[config.mk]
export PLATFORM = sky130hd
export DESIGN_NAME = dst_split_timer
export DESIGN_NICKNAME = d
export VERILOG_FILES = /design/src/dst_pkg.sv /design/src/dst_split_timer.sv
export SDC_FILE = /design/constraint.sdc
export NUM_CORES = 1
export LEC_CHECK = 0
export BUFFER_PORTS_ARGS = -buffer_cell sky130_fd_sc_hd__buf_2
export CAP_MARGIN = 20
export CORE_ASPECT_RATIO = 1.2
export CORE_MARGIN = 3
export CORE_UTILIZATION = 50
export DETAILED_ROUTE_END_ITERATION = 10
export PLACE_DENSITY = 0.77
export RECOVER_POWER = 100
export SKIP_LAST_GASP = 1
export SLEW_MARGIN = 20
export SYNTH_ARGS = -nofsm -noshare
export SYNTH_HDL_FRONTEND = slang
export SYNTH_SLANG_ARGS = --single-unit
[constraint.sdc]
create_clock -name mclk -period 5.3 [get_ports mclk]
set_input_delay 0.795 -clock mclk [delete_from_list [all_inputs] [get_ports mclk]]
set_output_delay 0.795 -clock mclk [all_outputs]
set_load 0.01 [all_outputs]
[src/dst_pkg.sv]
// Constants and carrier types for the dual 8-bit split timer.
// Assumes a classic Wishbone slave port with 32-bit data, one register per word.
package dst_pkg;

  // Register indexes; byte address is four times the index
  localparam logic [5:0] IDX_CTRL_A = 6'h00;
  localparam logic [5:0] IDX_OUT_EN = 6'h01;
  localparam logic [5:0] IDX_IDLE_LVL = 6'h02;
  localparam logic [5:0] IDX_SPLIT = 6'h03;
  localparam logic [5:0] IDX_STAT_CLR = 6'h04;
  localparam logic [5:0] IDX_STAT_SET = 6'h05;
  localparam logic [5:0] IDX_INT_EN = 6'h0a;
  localparam logic [5:0] IDX_INT_FLAGS = 6'h0b;
  localparam logic [5:0] IDX_DEBUG = 6'h0e;
  localparam logic [5:0] IDX_LOW_COUNT = 6'h20;
  localparam logic [5:0] IDX_HIGH_COUNT = 6'h21;
  localparam logic [5:0] IDX_LOW_TOP = 6'h26;
  localparam logic [5:0] IDX_HIGH_TOP = 6'h27;
  localparam logic [5:0] IDX_CMP_BASE = 6'h28;
  localparam logic [5:0] IDX_CMP_LAST = 6'h2d;

  // Field positions and masks
  localparam int RUN_BIT = 0;
  localparam int PRESCALE_LSB = 1;
  localparam int CMD_LSB = 2;
  localparam logic [7:0] CHAN_MASK = 8'h77;
  localparam logic [7:0] STATUS_MASK = 8'hf3;
  localparam logic [7:0] FLAG_MASK = 8'h73;
  localparam logic [7:0] BIT0_MASK = 8'h01;
  localparam logic [7:0] CTRL_A_MASK = 8'h0f;

  // Values after reset
  localparam logic [7:0] RST_ZERO = 8'h00;
  localparam logic [7:0] RST_TOP = 8'hff;

  // Software commands in the control-E command field
  typedef enum logic [1:0] {
    DST_CMD_NONE,
    DST_CMD_UPDATE,
    DST_CMD_RESTART,
    DST_CMD_HARD_RESET
  } dst_cmd_t;

  // Wishbone request from master
  typedef struct packed {
    logic cyc;
    logic stb;
    logic we;
    logic [7:0] adr;
    logic [3:0] sel;
    logic [31:0] dat;
  } dst_wb_req_t;

  // Wishbone answer to master
  typedef struct packed {
    logic ack;
    logic [31:0] dat;
  } dst_wb_rsp_t;

endpackage : dst_pkg

[src/dst_split_timer.sv]
// Dual 8-bit split-mode timer with three compare channels per timer.
// Assumes a classic Wishbone master on mclk and a synchronous debug-halt level.
//
// What this block does
// - Prescale select codes 0..7 divide the clock by 1,2,4,8,16,64,256,1024.
// - Run bit 0 of the first control register stops or runs the timer.
// - A set output-enable bit puts the waveform on the pin instead of port value.
// - While disabled, idle-level bits drive each waveform output directly.
// - The split bit makes the unit two separate 8-bit timers.
// - Writing ones to the clear-side status register clears just those bits.
// - Writing ones to the set-side status register sets just those bits.
// - Both status addresses read back the same status bits.
// - Command codes: none, update, restart, hard reset.
// - The command field always reads as zero.
// - Hard reset is ignored while the timer is enabled.
// - Low compare interrupt enables, bits 6..4, pass compare requests.
// - Enable bit 1 passes high underflow, bit 0 low underflow.
// - Low compare flag n sets when low count equals compare n.
// - Low compare flags stay set until software writes a one.
// - High underflow flag, bit 1, sets at high timer bottom.
// - Low underflow flag, bit 0, sets at low bottom; both persist.
// - With debug-run clear, the timer halts while the processor is halted.
// - With debug-run set, the timer keeps running while halted.
// - A bus write to low count beats counting, clearing and reloading.
// - High count holds the high value; a bus write to it wins.
// - Low top register holds the value the low counter reloads.
// - Bottom is the counter standing at zero.
//
// Our own choice: the Wishbone register port.
`timescale 1ns/1ns
module dst_split_timer
  import dst_pkg::*;
#(
  parameter int PRESCALE_WIDTH = 10
) (
  // Clock and reset
  input wire logic mclk,
  input wire logic rst,
  // Register bus
  input dst_wb_req_t wb_req,
  output dst_wb_rsp_t wb_rsp,
  // Debug and pins
  input wire logic cpu_debug_halt,
  input wire logic [5:0] port_out_value,
  output logic [5:0] waveform_pin,
  // Interrupt requests, one per flag position
  output logic [7:0] irq_request
);

  // Prescale mask: tick when all masked divider bits are ones
  function automatic logic [PRESCALE_WIDTH-1:0] prescale_mask(input logic [2:0] sel);
    case (sel)
      3'h0: prescale_mask = PRESCALE_WIDTH'(0);
      3'h1: prescale_mask = PRESCALE_WIDTH'(1);
      3'h2: prescale_mask = PRESCALE_WIDTH'(3);
      3'h3: prescale_mask = PRESCALE_WIDTH'(7);
      3'h4: prescale_mask = PRESCALE_WIDTH'(15);
      3'h5: prescale_mask = PRESCALE_WIDTH'(63);
      3'h6: prescale_mask = PRESCALE_WIDTH'(255);
      default: prescale_mask = PRESCALE_WIDTH'(1023);
    endcase
  endfunction : prescale_mask

  // Channel bytes in register layout: high 6..4, low 2..0
  function automatic logic [5:0] chan_pack(input logic [7:0] v);
    chan_pack = {v[6:4], v[2:0]};
  endfunction : chan_pack

  function automatic logic [7:0] chan_unpack(input logic [5:0] v);
    chan_unpack = {1'b0, v[5:3], 1'b0, v[2:0]};
  endfunction : chan_unpack

  // Register state
  logic [7:0] ctrl_a;
  logic [5:0] out_enable;
  logic [5:0] idle_level;
  logic dual_timer_select;
  logic [7:0] status_e;
  logic [7:0] int_enable;
  logic [7:0] int_flags;
  logic run_while_halted;
  logic [7:0] low_count;
  logic [7:0] high_count;
  logic [7:0] low_top_value;
  logic [7:0] high_top_value;
  logic [7:0] low_cmp [3];
  logic [7:0] high_cmp [3];
  logic [PRESCALE_WIDTH-1:0] prescale_cnt;
  logic [5:0] wave_level;
  logic ack;
  logic [31:0] rd_data;

  // Bus decode; a request is taken once, in the cycle before ack
  wire bus_take = wb_req.cyc & wb_req.stb & ~ack;
  wire bus_wr = bus_take & wb_req.we & wb_req.sel[0];
  wire [5:0] bus_idx = wb_req.adr[7:2];
  wire [7:0] wdata = wb_req.dat[7:0];
  wire wr_ctrl_a = bus_wr & (bus_idx == IDX_CTRL_A);
  wire wr_out_en = bus_wr & (bus_idx == IDX_OUT_EN);
  wire wr_idle = bus_wr & (bus_idx == IDX_IDLE_LVL);
  wire wr_split = bus_wr & (bus_idx == IDX_SPLIT);
  wire wr_stat_clr = bus_wr & (bus_idx == IDX_STAT_CLR);
  wire wr_stat_set = bus_wr & (bus_idx == IDX_STAT_SET);
  wire wr_int_en = bus_wr & (bus_idx == IDX_INT_EN);
  wire wr_flags = bus_wr & (bus_idx == IDX_INT_FLAGS);
  wire wr_debug = bus_wr & (bus_idx == IDX_DEBUG);
  wire wr_low_count = bus_wr & (bus_idx == IDX_LOW_COUNT);
  wire wr_high_count = bus_wr & (bus_idx == IDX_HIGH_COUNT);
  wire wr_low_top = bus_wr & (bus_idx == IDX_LOW_TOP);
  wire wr_high_top = bus_wr & (bus_idx == IDX_HIGH_TOP);
  wire wr_cmp = bus_wr & (bus_idx >= IDX_CMP_BASE) & (bus_idx <= IDX_CMP_LAST);
  wire [5:0] cmp_off = bus_idx - IDX_CMP_BASE;
  wire [1:0] cmp_chan = cmp_off[2:1];
  wire cmp_is_high = cmp_off[0];

  // Command decode; both control-E addresses accept the command field
  wire cmd_write = wr_stat_clr | wr_stat_set;
  wire [1:0] cmd_field = wdata[CMD_LSB+1:CMD_LSB];
  wire timer_enabled = ctrl_a[RUN_BIT];
  wire cmd_restart = cmd_write & (cmd_field == DST_CMD_RESTART);
  // A hard reset only lands while the timer is stopped
  wire cmd_hard = cmd_write & (cmd_field == DST_CMD_HARD_RESET) & ~timer_enabled;

  // Run qualification: enable bit, then debug halt unless debug-run is set
  wire run_ok = timer_enabled & (~cpu_debug_halt | run_while_halted);
  wire [2:0] prescale_select = ctrl_a[PRESCALE_LSB+2:PRESCALE_LSB];
  wire [PRESCALE_WIDTH-1:0] tick_mask = prescale_mask(prescale_select);
  wire presc_tick = run_ok & ((prescale_cnt & tick_mask) == tick_mask);
  // Normal 16-bit mode is not built, so counting needs split mode
  wire cnt_tick = presc_tick & dual_timer_select;

  // Underflow: counter at bottom when a tick arrives, reload from top
  wire low_at_bottom = (low_count == RST_ZERO);
  wire high_at_bottom = (high_count == RST_ZERO);
  wire low_timer_underflow = cnt_tick & low_at_bottom;
  wire high_timer_underflow = cnt_tick & high_at_bottom;
  wire [7:0] next_low_step = low_at_bottom ? low_top_value : low_count - 8'h01;
  wire [7:0] next_high_step = high_at_bottom ? high_top_value : high_count - 8'h01;

  // Compare matches, qualified by a tick so a cleared flag stays clear when stopped
  wire [2:0] low_channel_match;
  wire [2:0] high_channel_match;
  assign low_channel_match[0] = cnt_tick & (low_count == low_cmp[0]);
  assign low_channel_match[1] = cnt_tick & (low_count == low_cmp[1]);
  assign low_channel_match[2] = cnt_tick & (low_count == low_cmp[2]);
  assign high_channel_match[0] = cnt_tick & (high_count == high_cmp[0]);
  assign high_channel_match[1] = cnt_tick & (high_count == high_cmp[1]);
  assign high_channel_match[2] = cnt_tick & (high_count == high_cmp[2]);

  // Flags: the set term is ORed after the clear, so a same-cycle event wins
  wire [7:0] flag_set = {1'b0, low_channel_match, 2'b00, high_timer_underflow,
                         low_timer_underflow};
  wire [7:0] flag_clr = wr_flags ? (wdata & FLAG_MASK) : RST_ZERO;
  wire [7:0] next_int_flags = (int_flags & ~flag_clr) | flag_set;

  // Status bits: write-one-to-clear and write-one-to-set on separate addresses
  wire [7:0] stat_clr = wr_stat_clr ? (wdata & STATUS_MASK) : RST_ZERO;
  wire [7:0] stat_set = wr_stat_set ? (wdata & STATUS_MASK) : RST_ZERO;
  wire [7:0] next_status_e = (status_e & ~stat_clr) | stat_set;

  // Waveform: set on match, cleared at underflow; idle levels rule when stopped
  wire [5:0] wave_set = {high_channel_match, low_channel_match};
  wire [5:0] wave_clr = {{3{high_timer_underflow}}, {3{low_timer_underflow}}};
  wire [5:0] next_wave_level = ~timer_enabled ? idle_level :
                               cmd_restart ? 6'h00 :
                               (wave_level & ~wave_clr) | wave_set;
  wire [5:0] next_pin = (out_enable & wave_level) | (~out_enable & port_out_value);

  // Read mux; status reads the same at both addresses, command field zero
  wire [7:0] stat_read = status_e & STATUS_MASK;
  wire [7:0] cmp_read = cmp_is_high ? high_cmp[cmp_chan] : low_cmp[cmp_chan];
  wire [7:0] rd_byte =
    (bus_idx == IDX_CTRL_A) ? ctrl_a :
    (bus_idx == IDX_OUT_EN) ? chan_unpack(out_enable) :
    (bus_idx == IDX_IDLE_LVL) ? chan_unpack(idle_level) :
    (bus_idx == IDX_SPLIT) ? {7'h00, dual_timer_select} :
    (bus_idx == IDX_STAT_CLR) ? stat_read :
    (bus_idx == IDX_STAT_SET) ? stat_read :
    (bus_idx == IDX_INT_EN) ? int_enable :
    (bus_idx == IDX_INT_FLAGS) ? int_flags :
    (bus_idx == IDX_DEBUG) ? {7'h00, run_while_halted} :
    (bus_idx == IDX_LOW_COUNT) ? low_count :
    (bus_idx == IDX_HIGH_COUNT) ? high_count :
    (bus_idx == IDX_LOW_TOP) ? low_top_value :
    (bus_idx == IDX_HIGH_TOP) ? high_top_value :
    ((bus_idx >= IDX_CMP_BASE) && (bus_idx <= IDX_CMP_LAST)) ? cmp_read :
    RST_ZERO;

  // Bus answer: ack one cycle after the request, unmapped reads return zero
  always_ff @(posedge mclk or posedge rst) begin
    if (rst) begin
      ack <= 1'b0;
      rd_data <= 32'h0000_0000;
    end else begin
      ack <= bus_take;
      rd_data <= bus_take ? {24'h00_0000, rd_byte} : 32'h0000_0000;
    end
  end
  assign wb_rsp.ack = ack;
  assign wb_rsp.dat = rd_data;

  // Control registers; a hard reset returns all but control A, split and debug-run to reset values
  always_ff @(posedge mclk or posedge rst) begin
    if (rst) begin
      ctrl_a <= RST_ZERO;
      out_enable <= 6'h00;
      idle_level <= 6'h00;
      dual_timer_select <= 1'b0;
      int_enable <= RST_ZERO;
      run_while_halted <= 1'b0;
    end else begin
      if (wr_ctrl_a) ctrl_a <= wdata & CTRL_A_MASK;
      if (cmd_hard) out_enable <= 6'h00;
      else if (wr_out_en) out_enable <= chan_pack(wdata);
      if (cmd_hard) idle_level <= 6'h00;
      else if (wr_idle) idle_level <= chan_pack(wdata);
      if (wr_split) dual_timer_select <= wdata[0];
      if (cmd_hard) int_enable <= RST_ZERO;
      else if (wr_int_en) int_enable <= wdata & FLAG_MASK;
      if (wr_debug) run_while_halted <= wdata[0];
    end
  end

  // Status and flags
  always_ff @(posedge mclk or posedge rst) begin
    if (rst) begin
      status_e <= RST_ZERO;
      int_flags <= RST_ZERO;
    end else begin
      status_e <= cmd_hard ? RST_ZERO : next_status_e;
      int_flags <= cmd_hard ? RST_ZERO : next_int_flags;
    end
  end

  // Low counter: bus write first, then hard reset, restart, counting
  always_ff @(posedge mclk or posedge rst) begin
    if (rst) begin
      low_count <= RST_ZERO;
    end else if (wr_low_count) begin
      low_count <= wdata;
    end else if (cmd_hard) begin
      low_count <= RST_ZERO;
    end else if (cmd_restart) begin
      low_count <= low_top_value;
    end else if (cnt_tick) begin
      low_count <= next_low_step;
    end
  end

  // High counter, same priority order
  always_ff @(posedge mclk or posedge rst) begin
    if (rst) begin
      high_count <= RST_ZERO;
    end else if (wr_high_count) begin
      high_count <= wdata;
    end else if (cmd_hard) begin
      high_count <= RST_ZERO;
    end else if (cmd_restart) begin
      high_count <= high_top_value;
    end else if (cnt_tick) begin
      high_count <= next_high_step;
    end
  end

  // Top and compare values
  always_ff @(posedge mclk or posedge rst) begin
    if (rst) begin
      low_top_value <= RST_TOP;
      high_top_value <= RST_TOP;
      low_cmp <= '{default: RST_ZERO};
      high_cmp <= '{default: RST_ZERO};
    end else if (cmd_hard) begin
      low_top_value <= RST_TOP;
      high_top_value <= RST_TOP;
      low_cmp <= '{default: RST_ZERO};
      high_cmp <= '{default: RST_ZERO};
    end else begin
      if (wr_low_top) low_top_value <= wdata;
      if (wr_high_top) high_top_value <= wdata;
      if (wr_cmp && !cmp_is_high && cmp_chan != 2'd3) low_cmp[cmp_chan] <= wdata;
      if (wr_cmp && cmp_is_high && cmp_chan != 2'd3) high_cmp[cmp_chan] <= wdata;
    end
  end

  // Prescaler restarts with the timer so the first tick period is full
  always_ff @(posedge mclk or posedge rst) begin
    if (rst) begin
      prescale_cnt <= '0;
    end else if (!timer_enabled || cmd_restart) begin
      prescale_cnt <= '0;
    end else if (run_ok) begin
      prescale_cnt <= prescale_cnt + PRESCALE_WIDTH'(1);
    end
  end

  // Waveform, pins and interrupt requests, all straight from flops
  always_ff @(posedge mclk or posedge rst) begin
    if (rst) begin
      wave_level <= 6'h00;
      waveform_pin <= 6'h00;
      irq_request <= RST_ZERO;
    end else begin
      wave_level <= next_wave_level;
      waveform_pin <= next_pin;
      irq_request <= int_flags & int_enable;
    end
  end

  // Checks
  property p_stop_holds;
    @(posedge mclk) disable iff (rst)
      (!timer_enabled && !bus_wr) |=> (low_count == $past(low_count));
  endproperty
  a_stop_holds: assert property (p_stop_holds) else $error("count moved while stopped");

  property p_idle_level;
    @(posedge mclk) disable iff (rst)
      (!timer_enabled ##1 !timer_enabled) |-> (wave_level == $past(idle_level));
  endproperty
  a_idle_level: assert property (p_idle_level) else $error("idle level not on output");

  property p_pin_select;
    @(posedge mclk) disable iff (rst)
      (out_enable[0] && $stable(out_enable)) |=> (waveform_pin[0] == $past(wave_level[0]));
  endproperty
  a_pin_select: assert property (p_pin_select) else $error("pin not from waveform");

  property p_hard_ignored;
    @(posedge mclk) disable iff (rst)
      (cmd_write && cmd_field == DST_CMD_HARD_RESET && timer_enabled)
        |=> (low_top_value == $past(low_top_value)) && (int_enable == $past(int_enable))
            && (out_enable == $past(out_enable));
  endproperty
  a_hard_ignored: assert property (p_hard_ignored) else $error("hard reset while enabled");

  property p_cmd_reads_zero;
    @(posedge mclk) disable iff (rst)
      (bus_take && !wb_req.we && (bus_idx == IDX_STAT_CLR || bus_idx == IDX_STAT_SET))
        |=> ack && (wb_rsp.dat[3:2] == 2'b00) && (wb_rsp.dat[7:0] == $past(stat_read));
  endproperty
  a_cmd_reads_zero: assert property (p_cmd_reads_zero) else $error("command field read");

  property p_flag_sticky;
    @(posedge mclk) disable iff (rst)
      (int_flags[4] && !(wr_flags && wdata[4]) && !cmd_hard) |=> int_flags[4];
  endproperty
  a_flag_sticky: assert property (p_flag_sticky) else $error("compare flag self-cleared");

  // Match must raise its flag even against a same-cycle software clear
  property p_match_flag;
    @(posedge mclk) disable iff (rst)
      low_channel_match[0] |=> int_flags[4];
  endproperty
  a_match_flag: assert property (p_match_flag) else $error("compare flag not set");

  property p_count_write;
    @(posedge mclk) disable iff (rst)
      wr_low_count |=> (low_count == $past(wdata));
  endproperty
  a_count_write: assert property (p_count_write) else $error("count write lost");

  property p_underflow;
    @(posedge mclk) disable iff (rst)
      (low_timer_underflow && !bus_wr) |=> (low_count == $past(low_top_value)) && int_flags[0];
  endproperty
  a_underflow: assert property (p_underflow) else $error("underflow reload or flag");

  property p_debug_halt;
    @(posedge mclk) disable iff (rst)
      (timer_enabled && cpu_debug_halt && !run_while_halted && !bus_wr)
        |=> (high_count == $past(high_count)) && (prescale_cnt == $past(prescale_cnt));
  endproperty
  a_debug_halt: assert property (p_debug_halt) else $error("timer ran in debug halt");

endmodule : dst_split_timer

* Word level (Yosys, flattened, before mapping)
Index checks and enable logic that the tools add are counted.
Word-level totals: register bits 161, latch bits 0, memory bits (writable) 0, bits in read-only memories 0, input bits 56, output and inout port bits 47, memories kept 0
Operators by class: $add $sub $neg 4, multipliers 0, divide/modulo/power cells 0, order comparisons 4, equality and inequality tests 28, shift operators 0, mux-type cells 60, bitwise gates (word level) 54, reduce and logical (&&, ||, !) cells 23
Operators by type and width (count):
- $mux W8 | 41
- $mux W24 | 4
- $pmux W10 S7 | 1
- $bwmux W24 | 2
- $eq A8 B8 Y1 | 6
- $mux W6 | 6
- $and A1 B1 Y1 | 33
- $bmux W8 S2 | 2
- $and A8 B8 Y8 | 3
- $eq A6 B6 Y1 const B | 4
- $mux W10 | 2
- $and A6 B6 Y6 | 3
- $eq A6 B4 Y1 const B | 3
- $demux W8 S2 | 1
- $logic_not A8 Y1 | 2
- $reduce_bool A2 Y1 | 8
- $sub A8 B1 Y8 const B | 2
- $eq A6 B2 Y1 const B | 2
- $eq A6 B3 Y1 const B | 2
- $not A6 Y6 | 2
- $or A6 B6 Y6 | 2
- $add A10 B1 Y10 const B | 1
- $and A10 B10 Y10 | 1
- $eq A10 B10 Y1 | 1
- other kinds (25) | 39

* Depth between registers and ports, before layout
depth after elaboration 21, gate-level depth with buffers 9, mapped depth without buffers 8

* Worst setup path after synthesis
No wires, ideal clock.
path type input -> register, from input wb_req[41] in the netlist's numbering, to register high_count[7], library setup time 0.126 ns, arrival 2.551 ns, data required time 5.174 ns, setup slack 2.623 ns, stages on the path 6, path buffers 0, cells stage by stage or4b_4 > or4_4 > nand2_2 > mux2_2 > a22oi_1 > a21oi_1
On the way: word-level cells in the longest chain between the ends 7, elaborated cells on any way between the ends 14
RTL lines:
- from (decl) | RTL line dst_split_timer.sv:40 | input dst_wb_req_t wb_req,
- $eq A6 B3 Y1 (on tied branches) | RTL line dst_split_timer.sv:102, dst_split_timer.sv:103
- $and A1 B1 Y1 (on tied branches) | RTL line dst_split_timer.sv:102, dst_split_timer.sv:103
- $or A1 B1 Y1 | RTL line dst_split_timer.sv:117 | wire cmd_write = wr_stat_clr | wr_stat_set;
- $and A1 B1 Y1 (on tied branches) | RTL line dst_split_timer.sv:120, dst_split_timer.sv:122
- $mux W8 or $and A1 B1 Y1 (tied branches) | RTL line dst_split_timer.sv:258, dst_split_timer.sv:122
- $mux W8 | RTL line dst_split_timer.sv:256 | end else if (cmd_hard) begin
- $mux W8 | RTL line dst_split_timer.sv:254 | end else if (wr_high_count) begin
- to (signal assigned) | RTL line dst_split_timer.sv:255 | high_count <= wdata;
- to (signal assigned) | RTL line dst_split_timer.sv:259 | high_count <= high_top_value;
- to (signal assigned) | RTL line dst_split_timer.sv:261 | high_count <= next_high_step;
- to (decl) | RTL line dst_split_timer.sv:83 | logic [7:0] high_count;
Several ways; a longest one is shown, not always the timed one. A chain may end at the register's enable or synchronous reset.

* Worst setup path in the final report
from input wb_req[40] in the netlist's numbering, to register high_count[0]
Same word-level chain as after synthesis.

==> run metrics <==
setup repair bufs after CTS=0; utilization after layout=between 50% and 60%; Startpoint Class=primary input; synthesis warning total=0; Core Area=around 17000 sq um; worst path cell trace=clkbuf_1 -> or4b_1 -> nor2_1 -> a31oi_1 -> o21ai_2 -> a21oi_1 -> or3_1; largest net degree at the start of global routing=112; Num CTS Buffers=17; Hold Buf Count CTS=0; via-per-instance ratio=between 6 and 7; R2R setup slack=2460 ps; GP Congestion=1.02; H-tree Lvls=4; max cap viols=3; share of cells above drive strength 1=a little over a tenth; critical path's slowest cell=clkbuf_1; Worst path max stage delay=about 1200 ps; die area=around 19000 sq um; hpwl dp=~17000 um; Crit Path Max Fanout=39; Critical Path Sink Type=register; row count=between 50 and 60; Clock Skew=around 7.4 ps; Iteration-0 DRC Markers=approximately 1000; Critical Path RT=approximately 5600 ps; final wirelength=26100 um; Antenna Cells=0; WHS=around 510 ps; number of synthesized flops with an enable pin=0; Seq/Total Area, Yosys=a little over two fifths; Total GRT Usage=27.3%; hold crit path type=register to register; total gr overflow=0; Initial Util=approximately half; Async SR Flop Fraction=100%; port bufs=46; Syn Area/Cell=roughly 9 sq um; Mapped Area=8830 sq um; clk_lat worst skew=440 ps; # clock sinks=150; Slew HR=-39.4%; number of global-route vias before repair=7251; status=finished, violations left; Filler cells=~1500; Synth cell types=73; Layout Cells excl Fill=~1200; CP Data Arrival Time=about 4500 ps; initial antenna violation count=0; Reg clk slew, reported paths=~60 ps; first-pass GRT wire length=between 40000 and 50000 um; crit path capture=high_count[0]$_DFFE_PP0P_; PostCTS Resize Cnt=0; total iterations of the first detailed-routing run=8; ANT nets after route=0; R2R depth=8; clk buf depth=2; fin nets=just over 1000; final worst path period share=79.0%; largest cells by area after synthesis=dfrtp_1 38%, mux2i_1 6.0%, xnor2_1 5.6%, nand2_1 5.1%, dfstp_2 4.8%; Synth Flop Type=dfrtp_1; placement-stage cell area=8980 sq um; Synth Instances=approximately 1000; area of the multi-input gates=4530 sq um; Setup Crit Path Kind=primary input to register; FF/Latch Area=between 3000 and 4000 sq um; number of remaining DRC errors=0; setup tns final=0 ps; max-slew violation count=between 100 and 150; Placed Cells=1166; Yosys reg bits=150; PD cells=around 300 nW/um^2; failing checks=capacitance limit, slew limit; biggest area consumer among synthesized cells=dfrtp_1; post-route cell area=between 9000 and 10000 sq um; Die Y=about 150 um; Worst IR Drop VDD=roughly 0.00022 V; Root Driver=clkbuf_16; die width=roughly 130 um; Final setup viols=0; Reg-to-Reg End=low_count[3]$_DFFE_PP0P_; worst flop-to-flop path startpoint=ack$_DFF_PP0_; post-synth top area share=a little under two fifths; Slew @ Worst Pin=roughly 2100 ps; # IOs=between 100 and 150; CP Launch Point=wb_req[40]; leak pwr=roughly 4.0 nW; CTS tree=yes; fmax=about 0.24 GHz; area delta synth->final=7.82%; DR vias=between 7000 and 8000; final hold violation count=0; min Tclk post-route=about 4200 ps; RSZ-0062 raised after global routing=no; routed len/inst=21.8 um
[cell type report]
class                   instances  share of cell area [%]
well taps                     216                    2.84
multi-input cells             726                    47.6
clock buffers                  19                    4.55
inverters                      19                   0.762
flip-flops and latches        150                    39.6
clock inverters                13                    1.55
repair buffers                 56                    3.06
[power by group]
group	internal, mW	leakage, nW	switching, mW	total (mW)
combinational	0.172	1.73	0.229	0.401
sequential	1.20	1.98	0.115	1.32
clock	0.698	0.271	0.502	1.20
total	2.07	3.99	0.846	2.92
[metrics by stage]
step	total power [mW]	setup WS, ps
detailed placement	1.73	1660
global placement	1.72	1670
global route	3.03	960
finish	2.92	1110
floorplan	1.63	495
CTS	2.92	2110
[layer usage]
layer | part of all wire, % | GRT usage (%)
met1 | 37 | 33.7
met2 | 47 | 43.8
met3 | 9.4 | 4.94
met4 | 7.2 | 18.0
met5 | 0 | 0
[cell usage in the layout, fill, tap and decap left out, drive strengths merged, types with 8 or more instances in the layout]
cell / Yosys / layout
o211ai: 10 / 10
a32oi: 9 / 9
buf: 50 / 33
nor4: 8 / 8
nor2: 97 / 97
mux2i: 53 / 53
nand4: 18 / 18
nand3: 46 / 46
and2: 8 / 8
xnor2: 56 / 56
nand2: 121 / 121
xor2: 12 / 12
a22o: 17 / 17
a21oi: 62 / 62
dfrtp: 134 / 134
conb: 1 / 27
mux2: 18 / 18
inv: 19 / 22
a22oi: 9 / 9
o21ai: 34 / 34
a31oi: 11 / 11
clkbuf: 53 / 42
dfstp: 16 / 16
[how the worst min path moves through the flow]
stage                                       start                 endpoint  slack [ps]  cells past startpoint
after global routing      wave_level[0]$_DFF_PP0_  wave_level[0]$_DFF_PP0_         520                      2
after global placement    wave_level[1]$_DFF_PP0_  wave_level[1]$_DFF_PP0_         470                      2
after CTS                 wave_level[0]$_DFF_PP0_  wave_level[0]$_DFF_PP0_         500                      2
after detailed placement  wave_level[0]$_DFF_PP0_  wave_level[0]$_DFF_PP0_         490                      2
after floorplan           wave_level[0]$_DFF_PP0_  wave_level[0]$_DFF_PP0_         450                      2
final                     wave_level[2]$_DFF_PP0_  wave_level[2]$_DFF_PP0_         510                      2
[cells by family after synthesis]
| kind of cell | after synthesis | share of synthesized area (%) |
|---|---|---|
| and+or+nand+nor | 348 | 18.8 |
| AOI/OAI and AO/OA | 208 | 16.1 |
| DFF | 150 | 42.7 |
| buffers and inverters | 122 | 6.72 |
| muxes | 71 | 8.30 |
| xor gates and xnor gates | 68 | 6.74 |
| adders and majority gates | 4 | 0.567 |
| other | 1 | 0.0425 |
[registers in the layout, summed over array words and instances (netlist names), 4 cells and up]
name,flops
high_cmp,24
status_e,6
idle_level,6
int_flags,5
low_cmp,24
high_count,8
low_top_value,8
waveform_pin,6
prescale_cnt,10
high_top_value,8
wave_level,6
out_enable,6
int_enable,5
ctrl_a,4
irq_request,5
low_count,8
rd_data,8
[Yosys cell counts (3+ instances only)]
cell,instances
nor3_1,4
a221oi_1,4
nor2_1,94
buf_4,30
xor2_1,12
clkbuf_1,53
inv_1,19
nor4_1,7
nand3_1,46
o221ai_1,7
a2bb2oi_1,6
a211o_1,5
nand4_1,18
and2_1,8
mux2i_1,53
a22o_1,17
o211ai_1,10
o21ai_0,32
buf_1,7
buf_2,12
a32oi_1,9
ha_1,4
a31oi_1,10
dfrtp_1,134
dfstp_2,16
nor2_2,3
and3_1,6
mux2_2,16
a211oi_1,5
nand2_1,120
or3_1,7
nor2b_1,6
a21oi_1,62
o2bb2ai_1,7
nand2b_1,6
a221o_1,4
xnor2_1,56
a22oi_1,9
a41oi_1,3
[worst max-delay path, delay by kind of cell]
family	cells	cell delay, ps
buf+inv	1	1190
compound gates	3	860
simple gates	3	1630
Note: power is estimated with default switching activity, not from simulation.
